### src/pkg/cpl_map.vh
// constants for the converter protection logic: register offsets, fields, resets, timing
// assumes a 20 MHz controller clock and 12-bit converter-side measurement codes
`ifndef CPL_MAP_VH
`define CPL_MAP_VH

// register offsets
`define CPL_PROT_LEVELS_ADDR   8'h01
`define CPL_CUR_LIMIT_ADDR     8'h08
`define CPL_FAULT_FLAGS_ADDR   8'h16

// reset values
`define CPL_PROT_LEVELS_RST    6'h08
`define CPL_CUR_LIMIT_RST      8'h1b
`define CPL_FAULT_FLAGS_RST    8'h7f

// protection level field positions
`define CPL_PG_UPPER_BIT       5
`define CPL_PG_LOWER_BIT       4
`define CPL_OV_MSB             3
`define CPL_OV_LSB             2
`define CPL_UV_MSB             1
`define CPL_UV_LSB             0

// current limit field positions
`define CPL_DROOP_MSB          7
`define CPL_DROOP_LSB          5
`define CPL_TCOMP_BIT          4
`define CPL_CL_MSB             3
`define CPL_CL_LSB             0
`define CPL_CL_MAX             4'hb

// status bit positions
`define CPL_ST_TW              7
`define CPL_ST_PG              6
`define CPL_ST_OT              4
`define CPL_ST_OC              3
`define CPL_ST_UV              2

// temperatures in degrees C
`define CPL_TEMP_WARN_ON       12'd120
`define CPL_TEMP_WARN_OFF      12'd117
`define CPL_TEMP_FAULT         12'd120
`define CPL_TEMP_RESTART       12'd110

// timing
`define CPL_CLK_HZ             20000000
`define CPL_RETRY_MS           130
`define CPL_RETRY_CYC          ((`CPL_RETRY_MS * (`CPL_CLK_HZ / 1000)))
`define CPL_PG_DELAY_MAX_MS    8'd150
`define CPL_MS_CYC             (`CPL_CLK_HZ / 1000)

`endif

### src/core/cpl_pct_scale.v
// percentage scaler: limit = setpoint * percent / 100, follows setpoint live
// assumes percent values up to 140 and a 12-bit setpoint code
`timescale 1ns/1ns

module cpl_pct_scale (
    // operands
    input  wire [11:0] setpoint,
    input  wire [7:0]  percent,
    // result
    output wire [12:0] limit
);
    wire [19:0] product;
    wire [19:0] quotient;

    // product then divide; the divide by a constant synthesises to shifts and adds
    assign product  = setpoint * percent;
    assign quotient = product / 20'd100;
    // full scale at 140 percent still fits 13 bits, so the top bits are always zero
    assign limit    = quotient[12:0];
endmodule

### src/core/cpl_protect.v
// protection and warning logic of a step-down point-of-load converter
// assumes measurement codes on the controller clock; pg pin arrives asynchronous
//
// Function
// - at pre-biased turn-on, keep switches off until ramp reference passes output
// - power good upper bit picks 105/110 percent; lower bit picks 95/90 percent
// - overvoltage field maps 00=110, 01=120, 10=130, 11=130 percent
// - undervoltage field maps 00=75, 01=80, 10=85, 11=90 percent
// - protection levels register writable only while modulator stopped
// - voltage limits are percentages of the present output setpoint
// - load droop field bits 7:5 picks droop code 0 to 7
// - bit 4 enables temperature compensation of current limit, default on
// - current limit code bits 3:0, default 0xB gives 140 percent
// - current limit codes above 0xB behave as 0xB
// - warnings only update status, never shut the converter down
// - temperature warning sets above 120 C, clears below 117 C
// - power good pin pulled low when output leaves the window
// - power good checked after steady state, release delayed 0 to 150 ms
// - power good stays active through margining, window follows setpoint
// - warning pulls pin low and status bit 0; restored inside window
// - external low on power good pin counts as a warning
// - option drops power good on turn-off command or on ramp-down start
// - overcurrent past pre-bias clears status bit, switches both sides off
// - undervoltage in steady state without overcurrent starts sequenced ramp-down
// - temperature above 120 C: fault, status bit 0, sequenced ramp-down
// - non-latching overtemperature restarts once below 110 C
// - writing 1 to a fault status bit clears its latched fault
// - non-latching faults retry startup every 130 ms
`timescale 1ns/1ns
`include "cpl_map.vh"

module cpl_protect #(
    parameter RETRY_CYC = `CPL_RETRY_CYC,
    parameter MS_CYC    = `CPL_MS_CYC
) (
    // clock and reset
    input  wire        clk,
    input  wire        rst_n,
    // register port
    input  wire [7:0]  regAddr,
    input  wire [7:0]  regWrData,
    input  wire        regWrEn,
    output reg  [7:0]  regRdData,
    // converter state
    input  wire        runEnable,
    input  wire        turnOnCmd,
    input  wire        steadyState,
    input  wire        rampingDown,
    input  wire [11:0] setpoint,
    input  wire [11:0] rampRef,
    input  wire [11:0] outVoltage,
    input  wire [11:0] outCurrent,
    input  wire [11:0] limitCurrent100,
    input  wire [11:0] ctrlTemp,
    // configuration levels
    input  wire [7:0]  pgDelayMs,
    input  wire        pgDropOnCmd,
    input  wire        otLatching,
    input  wire        ocLatching,
    input  wire        uvLatching,
    // power good open-drain pin
    input  wire        powerGoodIn,
    output reg         powerGoodOut,
    output reg         powerGoodOe,
    // converter control
    output reg         switchesEnable,
    output reg         fastOff,
    output reg         seqRampDown,
    output reg         retryStart,
    output reg  [2:0]  loadDroopSetting,
    output reg         limitTempCompEnable,
    output reg  [12:0] currentLimitAbs
);
    // state codes
    localparam ST_OFF    = 2'd0;
    localparam ST_HOLD   = 2'd1;
    localparam ST_RUN    = 2'd2;
    localparam ST_FAULT  = 2'd3;

    reg  [5:0]  protectionLevelsReg;
    reg  [7:0]  currentLimitReg;
    reg  [7:0]  faultFlagsReg;
    reg  [1:0]  state;
    reg  [22:0] retryCnt;
    reg  [15:0] msCnt;
    reg  [7:0]  pgMsCnt;
    reg         pgReleased;
    reg  [2:0]  pgSync;
    reg         pgExtLow;
    reg         pgSeenHigh;
    reg         ocLatch;
    reg         uvLatch;
    reg         otLatch;

    wire [12:0] pgHiLim;
    wire [12:0] pgLoLim;
    wire [12:0] ovLim;
    wire [12:0] uvLim;
    wire [12:0] ocLim;
    wire [7:0]  pgHiPct;
    wire [7:0]  pgLoPct;
    wire [7:0]  ovPct;
    wire [7:0]  uvPct;
    wire [7:0]  clPct;
    wire [3:0]  clCode;
    wire        inWindow;
    wire        ocTrip;
    wire        uvTrip;
    wire        otTrip;
    wire        pgArmed;
    wire        writeLevels;
    wire        writeLimit;
    wire        writeFlags;

    // current limit code to percent of nominal; codes above 0xB clamp
    function [7:0] clPercent;
        input [3:0] code;
        begin
            if (code > `CPL_CL_MAX) begin
                clPercent = 8'd140;
            end else begin
                clPercent = 8'd37 + {4'h0, code} * 8'd10 - ((code == `CPL_CL_MAX) ? 8'd7 : 8'd0);
            end
        end
    endfunction

    // percent select for the level fields and the current limit code
    assign ovPct = (protectionLevelsReg[`CPL_OV_MSB:`CPL_OV_LSB] == 2'b00) ? 8'd110 :
                   (protectionLevelsReg[`CPL_OV_MSB:`CPL_OV_LSB] == 2'b01) ? 8'd120 : 8'd130;
    assign uvPct = 8'd75 + {4'h0, protectionLevelsReg[`CPL_UV_MSB:`CPL_UV_LSB], 2'b00}
                   + {6'h00, protectionLevelsReg[`CPL_UV_MSB:`CPL_UV_LSB]};
    assign pgHiPct = protectionLevelsReg[`CPL_PG_UPPER_BIT] ? 8'd105 : 8'd110;
    assign pgLoPct = protectionLevelsReg[`CPL_PG_LOWER_BIT] ? 8'd95 : 8'd90;
    assign clCode  = currentLimitReg[`CPL_CL_MSB:`CPL_CL_LSB];
    assign clPct   = clPercent(clCode);

    // voltage limits recomputed every cycle from the live setpoint, current limit from limitCurrent100
    cpl_pct_scale uPgHi (.setpoint(setpoint), .percent(pgHiPct), .limit(pgHiLim));
    cpl_pct_scale uPgLo (.setpoint(setpoint), .percent(pgLoPct), .limit(pgLoLim));
    cpl_pct_scale uOv   (.setpoint(setpoint), .percent(ovPct), .limit(ovLim));
    cpl_pct_scale uUv   (.setpoint(setpoint), .percent(uvPct), .limit(uvLim));
    cpl_pct_scale uOc   (.setpoint(limitCurrent100), .percent(clPct), .limit(ocLim));

    // window and trip conditions
    assign inWindow = ({1'b0, outVoltage} <= pgHiLim) && ({1'b0, outVoltage} >= pgLoLim);
    assign ocTrip   = (state == ST_RUN) && ({1'b0, outCurrent} >= ocLim);
    assign uvTrip   = (state == ST_RUN) && steadyState && !ocTrip && ({1'b0, outVoltage} < uvLim);
    assign otTrip   = ctrlTemp > `CPL_TEMP_FAULT;
    // ramp-down style keeps a released pin through the off command until the output falls
    assign pgArmed  = steadyState && !rampingDown
                      && ((state == ST_RUN && turnOnCmd) || (!pgDropOnCmd && pgReleased));

    // register strobes; levels write refused while modulating
    assign writeLevels = regWrEn && (regAddr == `CPL_PROT_LEVELS_ADDR) && !runEnable;
    assign writeLimit  = regWrEn && (regAddr == `CPL_CUR_LIMIT_ADDR);
    assign writeFlags  = regWrEn && (regAddr == `CPL_FAULT_FLAGS_ADDR);

    // configuration registers
    always @(posedge clk) begin
        if (!rst_n) begin
            protectionLevelsReg <= `CPL_PROT_LEVELS_RST;
            currentLimitReg     <= `CPL_CUR_LIMIT_RST;
        end else begin
            if (writeLevels) begin
                protectionLevelsReg <= regWrData[5:0];
            end
            if (writeLimit) begin
                currentLimitReg <= regWrData;
            end
        end
    end

    // configuration outputs registered so they come from flip-flops
    always @(posedge clk) begin
        if (!rst_n) begin
            loadDroopSetting    <= 3'h0;
            limitTempCompEnable <= 1'b1;
            currentLimitAbs     <= 13'h0000;
        end else begin
            loadDroopSetting    <= currentLimitReg[`CPL_DROOP_MSB:`CPL_DROOP_LSB];
            limitTempCompEnable <= currentLimitReg[`CPL_TCOMP_BIT];
            currentLimitAbs     <= ocLim;
        end
    end

    // pg pin synchroniser; stage 0 feeds stage 1 only
    // an outside low counts only once our release was seen high, else sync lag reads our own pull
    always @(posedge clk) begin
        if (!rst_n) begin
            pgSync     <= 3'b111;
            pgExtLow   <= 1'b0;
            pgSeenHigh <= 1'b0;
        end else begin
            pgSync <= {pgSync[1:0], powerGoodIn};
            if (!pgReleased) begin
                pgSeenHigh <= 1'b0;
            end else if (pgSync[2] && pgSync[1]) begin
                pgSeenHigh <= 1'b1;
            end
            if (pgSync[2] == pgSync[1]) begin
                pgExtLow <= !pgSync[1] && pgSeenHigh;
            end
        end
    end

    // pg release delay in whole ms after the window is met in steady state
    always @(posedge clk) begin
        if (!rst_n) begin
            msCnt      <= 16'h0000;
            pgMsCnt    <= 8'h00;
            pgReleased <= 1'b0;
        end else if (!pgArmed || !inWindow) begin
            msCnt      <= 16'h0000;
            pgMsCnt    <= 8'h00;
            pgReleased <= 1'b0;
        end else if (!pgReleased) begin
            if (pgMsCnt >= pgDelayMs || pgMsCnt >= `CPL_PG_DELAY_MAX_MS) begin
                pgReleased <= 1'b1;
            end else if (msCnt == MS_CYC[15:0] - 16'h0001) begin
                msCnt   <= 16'h0000;
                pgMsCnt <= pgMsCnt + 8'h01;
            end else begin
                msCnt <= msCnt + 16'h0001;
            end
        end
    end

    // pin drive: open drain, low while not good
    always @(posedge clk) begin
        if (!rst_n) begin
            powerGoodOut <= 1'b0;
            powerGoodOe  <= 1'b1;
        end else begin
            powerGoodOut <= 1'b0;
            powerGoodOe  <= !pgReleased;
        end
    end

    // status flags; hardware set of a fault wins over a software clear
    always @(posedge clk) begin
        if (!rst_n) begin
            faultFlagsReg <= `CPL_FAULT_FLAGS_RST;
            ocLatch       <= 1'b0;
            uvLatch       <= 1'b0;
            otLatch       <= 1'b0;
        end else begin
            // warnings only touch status bits, never the run state
            if (ctrlTemp > `CPL_TEMP_WARN_ON) begin
                faultFlagsReg[`CPL_ST_TW] <= 1'b1;
            end else if (ctrlTemp < `CPL_TEMP_WARN_OFF) begin
                faultFlagsReg[`CPL_ST_TW] <= 1'b0;
            end
            faultFlagsReg[`CPL_ST_PG] <= pgReleased && !pgExtLow;
            if (ocTrip) begin
                faultFlagsReg[`CPL_ST_OC] <= 1'b0;
                ocLatch <= ocLatching;
            end else if (writeFlags && regWrData[`CPL_ST_OC]) begin
                faultFlagsReg[`CPL_ST_OC] <= 1'b1;
                ocLatch <= 1'b0;
            end
            if (uvTrip) begin
                faultFlagsReg[`CPL_ST_UV] <= 1'b0;
                uvLatch <= uvLatching;
            end else if (writeFlags && regWrData[`CPL_ST_UV]) begin
                faultFlagsReg[`CPL_ST_UV] <= 1'b1;
                uvLatch <= 1'b0;
            end
            if (otTrip) begin
                faultFlagsReg[`CPL_ST_OT] <= 1'b0;
                otLatch <= otLatching;
            end else if (writeFlags && regWrData[`CPL_ST_OT]) begin
                faultFlagsReg[`CPL_ST_OT] <= 1'b1;
                otLatch <= 1'b0;
            end
        end
    end

    // register read mux; unmapped offsets read zero
    always @(posedge clk) begin
        if (!rst_n) begin
            regRdData <= 8'h00;
        end else begin
            case (regAddr)
                `CPL_PROT_LEVELS_ADDR: regRdData <= {2'b00, protectionLevelsReg};
                `CPL_CUR_LIMIT_ADDR:   regRdData <= currentLimitReg;
                `CPL_FAULT_FLAGS_ADDR: regRdData <= faultFlagsReg;
                default:               regRdData <= 8'h00;
            endcase
        end
    end

    // converter run state with pre-bias hold-off and retry
    always @(posedge clk) begin
        if (!rst_n) begin
            state          <= ST_OFF;
            retryCnt       <= 23'h000000;
            switchesEnable <= 1'b0;
            fastOff        <= 1'b0;
            seqRampDown    <= 1'b0;
            retryStart     <= 1'b0;
        end else begin
            fastOff    <= 1'b0;
            retryStart <= 1'b0;
            case (state)
                ST_OFF: begin
                    seqRampDown <= 1'b0;
                    if (turnOnCmd && !otTrip && !ocLatch && !uvLatch && !otLatch) begin
                        state <= ST_HOLD;
                    end
                end
                ST_HOLD: begin
                    // stage held off so a pre-biased rail is not discharged
                    if (!turnOnCmd) begin
                        state <= ST_OFF;
                    end else if (rampRef >= outVoltage) begin
                        state          <= ST_RUN;
                        switchesEnable <= 1'b1;
                    end
                end
                ST_RUN: begin
                    if (ocTrip) begin
                        switchesEnable <= 1'b0;
                        fastOff        <= 1'b1;
                        state          <= ST_FAULT;
                        retryCnt       <= 23'h000000;
                    end else if (uvTrip || otTrip) begin
                        seqRampDown <= 1'b1;
                        state       <= ST_FAULT;
                        retryCnt    <= 23'h000000;
                    end else if (!turnOnCmd) begin
                        switchesEnable <= 1'b0;
                        state          <= ST_OFF;
                    end
                end
                ST_FAULT: begin
                    if (!rampingDown) begin
                        switchesEnable <= 1'b0;
                    end
                    if (!turnOnCmd) begin
                        state <= ST_OFF;
                    end else if (otTrip || ctrlTemp >= `CPL_TEMP_RESTART || otLatch) begin
                        // over-temperature waits for cool-down below restart level
                        retryCnt <= 23'h000000;
                    end else if (retryCnt >= RETRY_CYC[22:0] - 23'h000001) begin
                        if (!ocLatch && !uvLatch) begin
                            retryStart  <= 1'b1;
                            seqRampDown <= 1'b0;
                            state       <= ST_HOLD;
                        end
                        retryCnt <= 23'h000000;
                    end else begin
                        retryCnt <= retryCnt + 23'h000001;
                    end
                end
                default: begin
                    state <= ST_OFF;
                end
            endcase
        end
    end
endmodule

### config.mk
export PLATFORM = sky130hd
export DESIGN_NAME = cpl_protect
export DESIGN_NICKNAME = d
export VERILOG_FILES = /design/src/core/cpl_pct_scale.v /design/src/core/cpl_protect.v
export VERILOG_INCLUDE_DIRS = /design/src /design/src/pkg
export SDC_FILE = /design/constraint.sdc
export NUM_CORES = 1
export LEC_CHECK = 0
export BUFFER_PORTS_ARGS = -buffer_cell sky130_fd_sc_hd__buf_4
export CELL_PAD_IN_SITES_DETAIL_PLACEMENT = 0
export CELL_PAD_IN_SITES_GLOBAL_PLACEMENT = 1
export CORE_ASPECT_RATIO = 0.7
export CORE_UTILIZATION = 45
export CTS_BUF_LIST = sky130_fd_sc_hd__clkbuf_2
export DETAILED_ROUTE_END_ITERATION = 10
export PLACE_DENSITY = 0.89
export SLEW_MARGIN = 5
export SYNTH_ARGS = -nofsm -noshare
export SYNTH_HDL_FRONTEND = slang
export SYNTH_HIERARCHICAL = 1
export SYNTH_SLANG_ARGS = --single-unit
### constraint.sdc
create_clock -name clk -period 45.5 [get_ports clk]
set_input_delay 4.55 -clock clk [delete_from_list [all_inputs] [get_ports clk]]
set_output_delay 4.55 -clock clk [all_outputs]
set_load 0.005 [all_outputs]
# Word level (Yosys, flattened, before mapping)
# Index checks and enable logic that the tools add are counted.
[word_totals]
reg_bits = 107
rom_bits = 0
mem_bits_rw = 0
memories = 0
latchBits = 0
output_inout_bits = 31
[op_classes]
n_bitwise = 6
add_sub_neg = 7
reduce_logical = 61
div_mod_pow = 4
shift = 0
magnitude_cmp = 12
mux = 55
multipliers = 5
n_eq_ne = 27
[ops]
columns = ["cell", "n"]
rows = [
  ["two-way mux 23 bit", 5],
  ["divider 20 x 7 -> 20 bit, second input constant", 4],
  ["case mux 23 bit (2 select lines)", 1],
  ["multiplier 12 x 8 -> 20 bit", 2],
  ["multiplier 12 x 7 -> 19 bit", 2],
  ["two-way mux 1 bit", 30],
  ["greater-or-equal comparator 12 x 13 -> 1 bit", 2],
  ["logical AND 1 bit", 24],
  ["case mux 8 bit (3 select lines)", 1],
  ["adder 23 x 1 -> 23 bit, second input constant", 1],
  ["greater-or-equal comparator 23 x 22 -> 1 bit, second input constant", 1],
  ["two-way mux 2 bit", 10],
  ["!= test 2 bit, second input constant", 9],
  ["!= test 3 bit, second input constant", 6],
  ["adder 16 x 1 -> 16 bit, second input constant", 1],
  ["equality test 16 x 15 -> 1 bit, second input constant", 1],
  ["two-way mux 16 bit", 1],
  ["less-or-equal comparator 12 x 13 -> 1 bit", 1],
  ["logical NOT 1 bit", 13],
  ["< comparator 12 x 13 -> 1 bit", 1],
  ["greater-or-equal comparator 12 bit", 1],
  ["greater-or-equal comparator 12 x 7 -> 1 bit, second input constant", 1],
  ["> comparator 12 x 7 -> 1 bit, second input constant", 1],
  ["< comparator 12 x 7 -> 1 bit, second input constant", 1],
  ["other kinds (34)", 57],
]

# Depth between registers and ports, before layout
# Gate-level depths: netlist of run 1.
[logic_depth]
ltp_word = 15
depth_mapped = 72

# By module
# The synthesis of run 1 kept the hierarchy.
[modules_own_cells]
columns = ["module", "area_each_um2", "cells_per_inst", "seq_area_each_um2", "instances"]
rows = [
  ["cpl_pct_scale (uPgLo ...)", 6582.6, 861, 0.0, 2],
  ["cpl_protect", 6578.8, 808, 2142.1, 1],
  ["cpl_pct_scale (uPgHi)", 6466.2, 829, 0.0, 1],
  ["cpl_pct_scale (uOc)", 6413.7, 826, 0.0, 1],
]

# Worst setup path after synthesis of run 1
# OpenSTA, ideal clock, no wires.
[synth_path]
path_kind = "input port to flip-flop"
start = "in setpoint[2]"
end = "reg msCnt[14]"
arrival_time_ns = 17.269
cell_stages = 57
t_required_ns = 45.368
path_slack_ns = 28.100
setup_ns = 0.132
path_cell_list = "and2_1 fa_1 fa_1 fa_1 inv_1 fa_1 inv_1 ha_1 buf_2 a21oi_1 o21ai_4 a311oi_4 o21ai_1 nor2_2 o21ai_1 a221oi_2 nor3_1 or4b_1 [21 not listed] clkinv_4 nor3_1 or3_1 buf_2 o311ai_1 and4_1 a211oi_2 a21oi_2 mux2_4 a221oi_2 o31ai_1 ha_1 a311oi_1 a211oi_1 or4_1 nand3_1 clkbuf_1 nor3_1"
[synth_between]
elab_chain_len = 7
elab_cells_between_ends = 10
classes_between = "2 x mul; 2 x div; 2 x order compare; 4 x reduce/logical"
[synth_lines]
columns = ["item", "line_no", "text"]
rows = [
  ["from (decl)", "cpl_protect.v:49", "input wire [11:0] setpoint,"],
  ["multiplier 12 x 7 -> 19 bit", "cpl_pct_scale.v:16", "assign product = setpoint * percent;"],
  ["divider 20 x 7 -> 20 bit", "cpl_pct_scale.v:17", "assign quotient = product / 20'd100;"],
  ["named net pgLoLim[5]", "cpl_protect.v:96", "wire [12:0] pgLoLim;"],
  ["greater-or-equal comparator 12 x 13 -> 1 bit", "cpl_protect.v:145", "assign inWindow = ({1'b0, outVoltage} <= pgHiLim) && ({1'b0, outVoltage} >= pgLoLim);"],
  ["logical AND 1 bit", "cpl_protect.v:145", ""],
  ["logical NOT 1 bit", "cpl_protect.v:212", "end else if (!pgArmed || !inWindow) begin"],
  ["logical OR 1 bit", "cpl_protect.v:212", ""],
  ["OR reduction 2 bit (no source line)", "-", ""],
  ["to (signal assigned)", "cpl_protect.v:223", "msCnt <= msCnt + 16'h0001;"],
  ["to (decl)", "cpl_protect.v:85", "reg [15:0] msCnt;"],
]
# The timed path passes the listed nets, and every way through them passes these cells.
# A chain may end at the register's enable or synchronous reset.

# Worst setup path in the final report of run 1
[layout_path]
start = "in setpoint[8]"
end = "reg retryCnt[6]"
[layout_between]
elab_chain_len = 7
[layout_lines]
columns = ["item", "line_no", "text"]
rows = [
  ["multiplier 12 x 8 -> 20 bit", "cpl_pct_scale.v:16", ""],
  ["divider 20 x 7 -> 20 bit", "cpl_pct_scale.v:17", ""],
  ["named net uvLim[7]", "cpl_protect.v:98", "wire [12:0] uvLim;"],
  ["< comparator 12 x 13 -> 1 bit", "cpl_protect.v:147", "assign uvTrip = (state == ST_RUN) && steadyState && !ocTrip && ({1'b0, outVoltage} < uvLim);"],
  ["logical AND 1 bit", "cpl_protect.v:147", ""],
  ["logical OR 1 bit", "cpl_protect.v:326", "end else if (uvTrip || otTrip) begin"],
  ["!= test 3 x 2 -> 1 bit (no source line)", "-", ""],
  ["AND reduction 3 bit (no source line)", "-", ""],
  ["to (signal assigned)", "cpl_protect.v:352", "retryCnt <= retryCnt + 23'h000001;"],
  ["to (decl)", "cpl_protect.v:84", "reg [22:0] retryCnt;"],
]
# The timed path passes the listed nets, and every way through them passes these cells.

==> metrics, run 1 <==
critical path class=in2reg; DIE WIDTH=between 300 and 400 um; Avg Vias per Cell=6.05; initial antenna violation count=2; Initial Utilization=0.456; Worst setup SP type=input port; max incr delay on CP=approximately 0.95 ns; clock sink count=between 100 and 150; post-cts hold buffer count=0; Worst Hold Class=reg2reg; postcts setup bufs=0; Slew HR=0.253; # H-tree levels=3; Final ANT Viol Nets=0; core area=71,600 um2; row count=82; Port Buffer Count=approximately 140; post-synthesis register bit count=between 100 and 150; Yosys warnings=6; final setup fails=0; CP dominant cell by count=fa_1; post_cts resized=0; FILL cells=between 7k and 8k; max-cap viol count=0; fmax=50.9 MHz; outcome=finished, final reports clean; P&R area growth vs syn=5.34%; deepest clock path buffer count=2; RSZ-0062 raised after global routing=false; CP Data Arrival Time=20.22 ns; gpl congestion=between 0.9 and 1; Register Area=about 2100 um2; DP HPWL=72,200 um; Final nets=roughly 4.8k; Die ar.=73,600 um2; total negative slack=0 ns; detailed-router iteration count before antenna repair=6; Tcrit/Tclk final=0.432; TritonCTS buffer count=9; Fin. Hold Viols=0; Die Y=227 um; Post-synth top flop=dfxtp_1; first-pass GRT wire length=148,000 um; CP Capture Type=flop; Vias=31.5k; clk root buf=clkbuf_2; Tmin final=19.65 ns; IO Count=139; CP max FO=24; total grt overflow=0; layout cells sized above 1=0.105; DRC errors left=0; area of the multi-input gates=28,200 um2; Post-synth EDFFs=0; Routed WL=around 90,000 um; routed len/inst=17.3 um; register-to-register setup slack=26.88 ns; CTS tree=yes; total track usage=0.239; slowest CP cell=o31ai_2; Mapped Area=32,600 um2; fraction of registers with async set/reset=0; synth unique cells=~160; Starting DRT DRC Count=~3.2k; Gate Count Post-Synth=4,185; Clock Skew=0.0482 ns; largest net degree at the start of global routing=49; vias in the first global route=28.5k; CTS clk-pin slew, worst paths=0.31 ns; Mean Syn Cell Area=7.80 um2; WP data required=46.07 ns; Slew @ Worst Pin=1.11 ns; worst skew pair latency=0.65 ns; sequential share of the synthesized area=0.0657; Final Max Tran Viols=0
## critical path, delay by kind of cell
| family | cells | cell delay, ns |
|---|---|---|
| AND/OR/NAND/NOR | 19 | 5.48 |
| buffers and inverters | 5 | 0.46 |
| XOR/XNOR | 1 | 0.77 |
| AO/OA/AOI/OAI | 17 | 4.99 |
| multiplexers | 4 | 1.40 |
| adder cells (fa/ha/maj) | 5 | 2.49 |
## cell type report
class                   instances  share of cell area
multi-input cells            3549               0.821
clock buffers                  10             0.00146
clock inverters                 6             0.00138
flip-flops and latches        107              0.0623
inverters                     407              0.0450
well taps                     966              0.0352
diodes                          1           0.0000728
repair buffers                155              0.0339
## through the flow
stage / area (um2) / instances / utilization / hold slack, ns / worst slack [ns]
after floorplan: 32800 / 4226 / - / 0.386 / 28.10
after global placement: 34300 / 5184 / 0.478 / 0.389 / 25.45
after detailed placement: 34300 / 5184 / 0.478 / 0.397 / 25.43
after CTS: 34400 / 5200 / 0.480 / 0.455 / 26.09
after global routing: 34400 / 5201 / 0.480 / 0.468 / 24.77
final: 34400 / 5201 / 0.480 / 0.454 / 25.85
## synth_stat cells, drive strengths merged (78+ instances only)
cell | number | share of area
a211oi | 78 | 0.021
a21oi | 247 | 0.040
and2 | 343 | 0.066
buf | 79 | 0.017
clkbuf | 84 | 0.011
dfxtp | 107 | 0.066
fa | 241 | 0.15
ha | 244 | 0.094
inv | 405 | 0.047
nand2 | 323 | 0.038
nand3 | 127 | 0.020
nor2 | 292 | 0.034
nor3 | 128 | 0.022
o211ai | 82 | 0.021
o21ai | 201 | 0.033
xnor2 | 124 | 0.036
## placed cells by master, fill, tap and decap left out, types with 19 or more instances in the layout
cell type and count:
dfxtp_1 107, a21oi_1 232, and3_1 48, a211o_1 31, nand3_1 123, a31oi_1 53
or3_1 35, fa_1 241, nand2_1 320, or2_2 28, o21ai_1 43, a311oi_1 19
nor2_1 284, nor4_1 30, a211oi_2 20, o21ai_0 146, o21a_1 30, nand4_1 50
xor2_1 50, and2_1 335, a211oi_1 58, ha_1 244, o211ai_1 69, xnor2_1 111
nor3_1 119, conb_1 43, a221oi_1 30, buf_4 155, nand2b_1 26, inv_1 396
o22ai_1 38, o211a_1 21, mux2i_1 44, a21o_1 61
## registers in the layout, indices dropped and copies added (netlist names)
register and flops:
pgSeenHigh 1, currentLimitAbs 13, faultFlagsReg 5, protectionLevelsReg 6, pgExtLow 1, pgSync 3, currentLimitReg 8, retryStart 1
regRdData 8, pgMsCnt 8, otLatch 1, uvLatch 1, powerGoodOe 1, msCnt 16, retryCnt 23, state 2
pgReleased 1, ocLatch 1, fastOff 1, seqRampDown 1, loadDroopSetting 3, limitTempCompEnable 1, switchesEnable 1
## cells by family after synthesis
family                     Yosys count  synth area share
AOI/OAI and AO/OA                 1224             0.290
muxes                               61            0.0203
other                                2          0.000230
xor gates and xnor gates           176            0.0507
and+or+nand+nor                   1544             0.252
DFF                                107            0.0657
adders and majority gates          501             0.247
buffers and inverters              570            0.0745
## layer usage
| layer | wire length (um) | vias up | track usage |
|---|---|---|---|
| met5 | 0 | - | 0 |
| met4 | 626 | 0 | 0.0228 |
| met3 | 6680 | 37 | 0.0294 |
| met2 | 36700 | 1081 | 0.341 |
| met1 | 45700 | 15100 | 0.386 |
| li1 | - | 15300 | - |
## final timing paths
check / from / end / depth (start not counted)
setup / recovery: setpoint[8] / retryCnt[6]$_SDFFE_PN0P_ / 51
hold / removal: pgSync[0]$_SDFF_PN1_ / pgSync[1]$_SDFF_PN1_ / 1
setup reg to reg: currentLimitReg[3]$_SDFFE_PN1P_ / retryCnt[6]$_SDFFE_PN0P_ / 59
hold reg to reg: pgSync[0]$_SDFF_PN1_ / pgSync[1]$_SDFF_PN1_ / 1
Power of run 1 is not shown: default switching activity piles up to over one toggle a cycle in this logic, so the estimate is an artifact.
==> run 2, diff against run 1 <==
==> constraint.sdc (replaced) <==
create_clock -name clk -period 18.4 [get_ports clk]
set_input_delay 1.84 -clock clk [delete_from_list [all_inputs] [get_ports clk]]
set_output_delay 1.84 -clock clk [all_outputs]
set_load 0.005 [all_outputs]
==> metrics, run 2 (same netlist as run 1, synthesis figures left out) <==
row count=82; vias in the first global route=28.6k; register-to-register setup slack=1.47 ns; Largest Register=retryCnt; max-cap viol count=0; M1 GR Usage=0.387; outcome=finished, final reports clean; Final nets=4,826; Starting DRT DRC Count=2,746; postcts setup bufs=0; Final ANT Viol Nets=0; most common cell after layout, fill and taps aside=inv_1; slowest CP cell=dfxtp_2; Register Area=2140 um2; # H-tree levels=3; Tmin final=16.93 ns; busiest grt layer=met1; deepest clock path buffer count=2; Die Y=227 um; Die ar.=around 74,000 um2; CTS clk-pin slew, worst paths=0.30 ns; clock sink count=around 110; routed len/inst=approximately 17 um; max incr delay on CP=about 0.55 ns; worst skew pair latency=0.63 ns; detailed-router iteration count before antenna repair=7; Clock Skew=0.0478 ns; Routed WL=90,200 um; critical path class=reg2reg; commonest non-fill, non-tap cells in the layout=inv_1, and2_1, nand2_1; area of the multi-input gates=between 20,000 and 30,000 um2; Worst Hold Class=reg2reg; largest net degree at the start of global routing=49; delay-heaviest family, CP=compound AO/OA/AOI/OAI gates; total grt overflow=0; CP max FO=14; Port Buffer Count=approximately 140; met3 Track Usage GR=0.0201; clk root buf=clkbuf_2; first-pass GRT wire length=148,000 um; final setup fails=0; DRC errors left=0; FILL cells=7,126; total track usage=0.240; CP Capture Type=flop; layout cells sized above 1=0.108; Slew @ Worst Pin=1.11 ns; post-cts hold buffer count=0; met2 usage=0.349; Largest regs=retryCnt x23, msCnt x16, currentLimitAbs x13; core area=71,600 um2; gpl congestion=between 0.9 and 1; Tcrit/Tclk final=0.920; Initial Utilization=0.456; max reg flops=23; Vias=31.4k; post_cts resized=0; fmax=slightly below 60 MHz; DP HPWL=72,800 um; CP Buf/Inv Count=6; antenna cells=0; DIE WIDTH=324 um; P&R area growth vs syn=5.60%; Fin. Hold Viols=0; TritonCTS buffer count=9; CTS tree=yes; RSZ-0062 raised after global routing=false; Slew HR=0.259; Final Max Tran Viols=0; Worst setup SP type=flop; Avg Vias per Cell=6.02; CP Data Arrival Time=17.50 ns; initial antenna violation count=0; WP data required=18.97 ns; IO Count=139; total negative slack=0 ns
==> run 2: routing by layer <==
metal | part of all wire | vias up
li1 | - | 15300
met1 | 0.51 | 15100
met2 | 0.42 | 994
met3 | 0.062 | 34
met4 | 0.0071 | 0
met5 | 0 | -
==> run 2: worst paths after layout <==
| kind | to | cells after the start | startpoint |
|---|---|---|---|
| worst max register to register | retryCnt[21]$_SDFFE_PN0P_ | 61 | currentLimitReg[3]$_SDFFE_PN1P_ |
| worst max-delay path | retryCnt[21]$_SDFFE_PN0P_ | 61 | currentLimitReg[3]$_SDFFE_PN1P_ |
| worst min register to register | pgSync[1]$_SDFF_PN1_ | 1 | pgSync[0]$_SDFF_PN1_ |
| worst min-delay path | pgSync[1]$_SDFF_PN1_ | 1 | pgSync[0]$_SDFF_PN1_ |
==> run 2: cell type report <==
| class | instances | area share |
|---|---|---|
| clock buffers | 10 | 0.00145 |
| clock inverters | 6 | 0.00207 |
| well taps | 966 | 0.0351 |
| repair buffers | 159 | 0.0346 |
| inverters | 407 | 0.0449 |
| flip-flops and latches | 107 | 0.0623 |
| multi-input cells | 3549 | 0.820 |
==> run 2: per-stage QoR <==
stage                     area, um2  std cells   util  hold slack [ns]  setup slack (ns)
after floorplan               32800       4226      -            0.386              3.45
after global placement        34300       5188  0.479            0.390              1.43
after detailed placement      34300       5188  0.479            0.393             0.991
after CTS                     34400       5204  0.481            0.450             0.882
after global routing          34500       5204  0.481            0.483             0.119
final                         34500       5204  0.481            0.448              1.47
==> run 2: worst register-to-register path, delay by kind of cell (launching register included) <==
family	cells	cell delay, ns
DFF	1	0.55
adders and majority gates	10	4.20
xor gates and xnor gates	1	0.21
and+or+nand+nor	13	2.76
buffers and inverters	6	0.65
AOI/OAI and AO/OA	31	8.46
Power of run 2 is left out for the same reason.
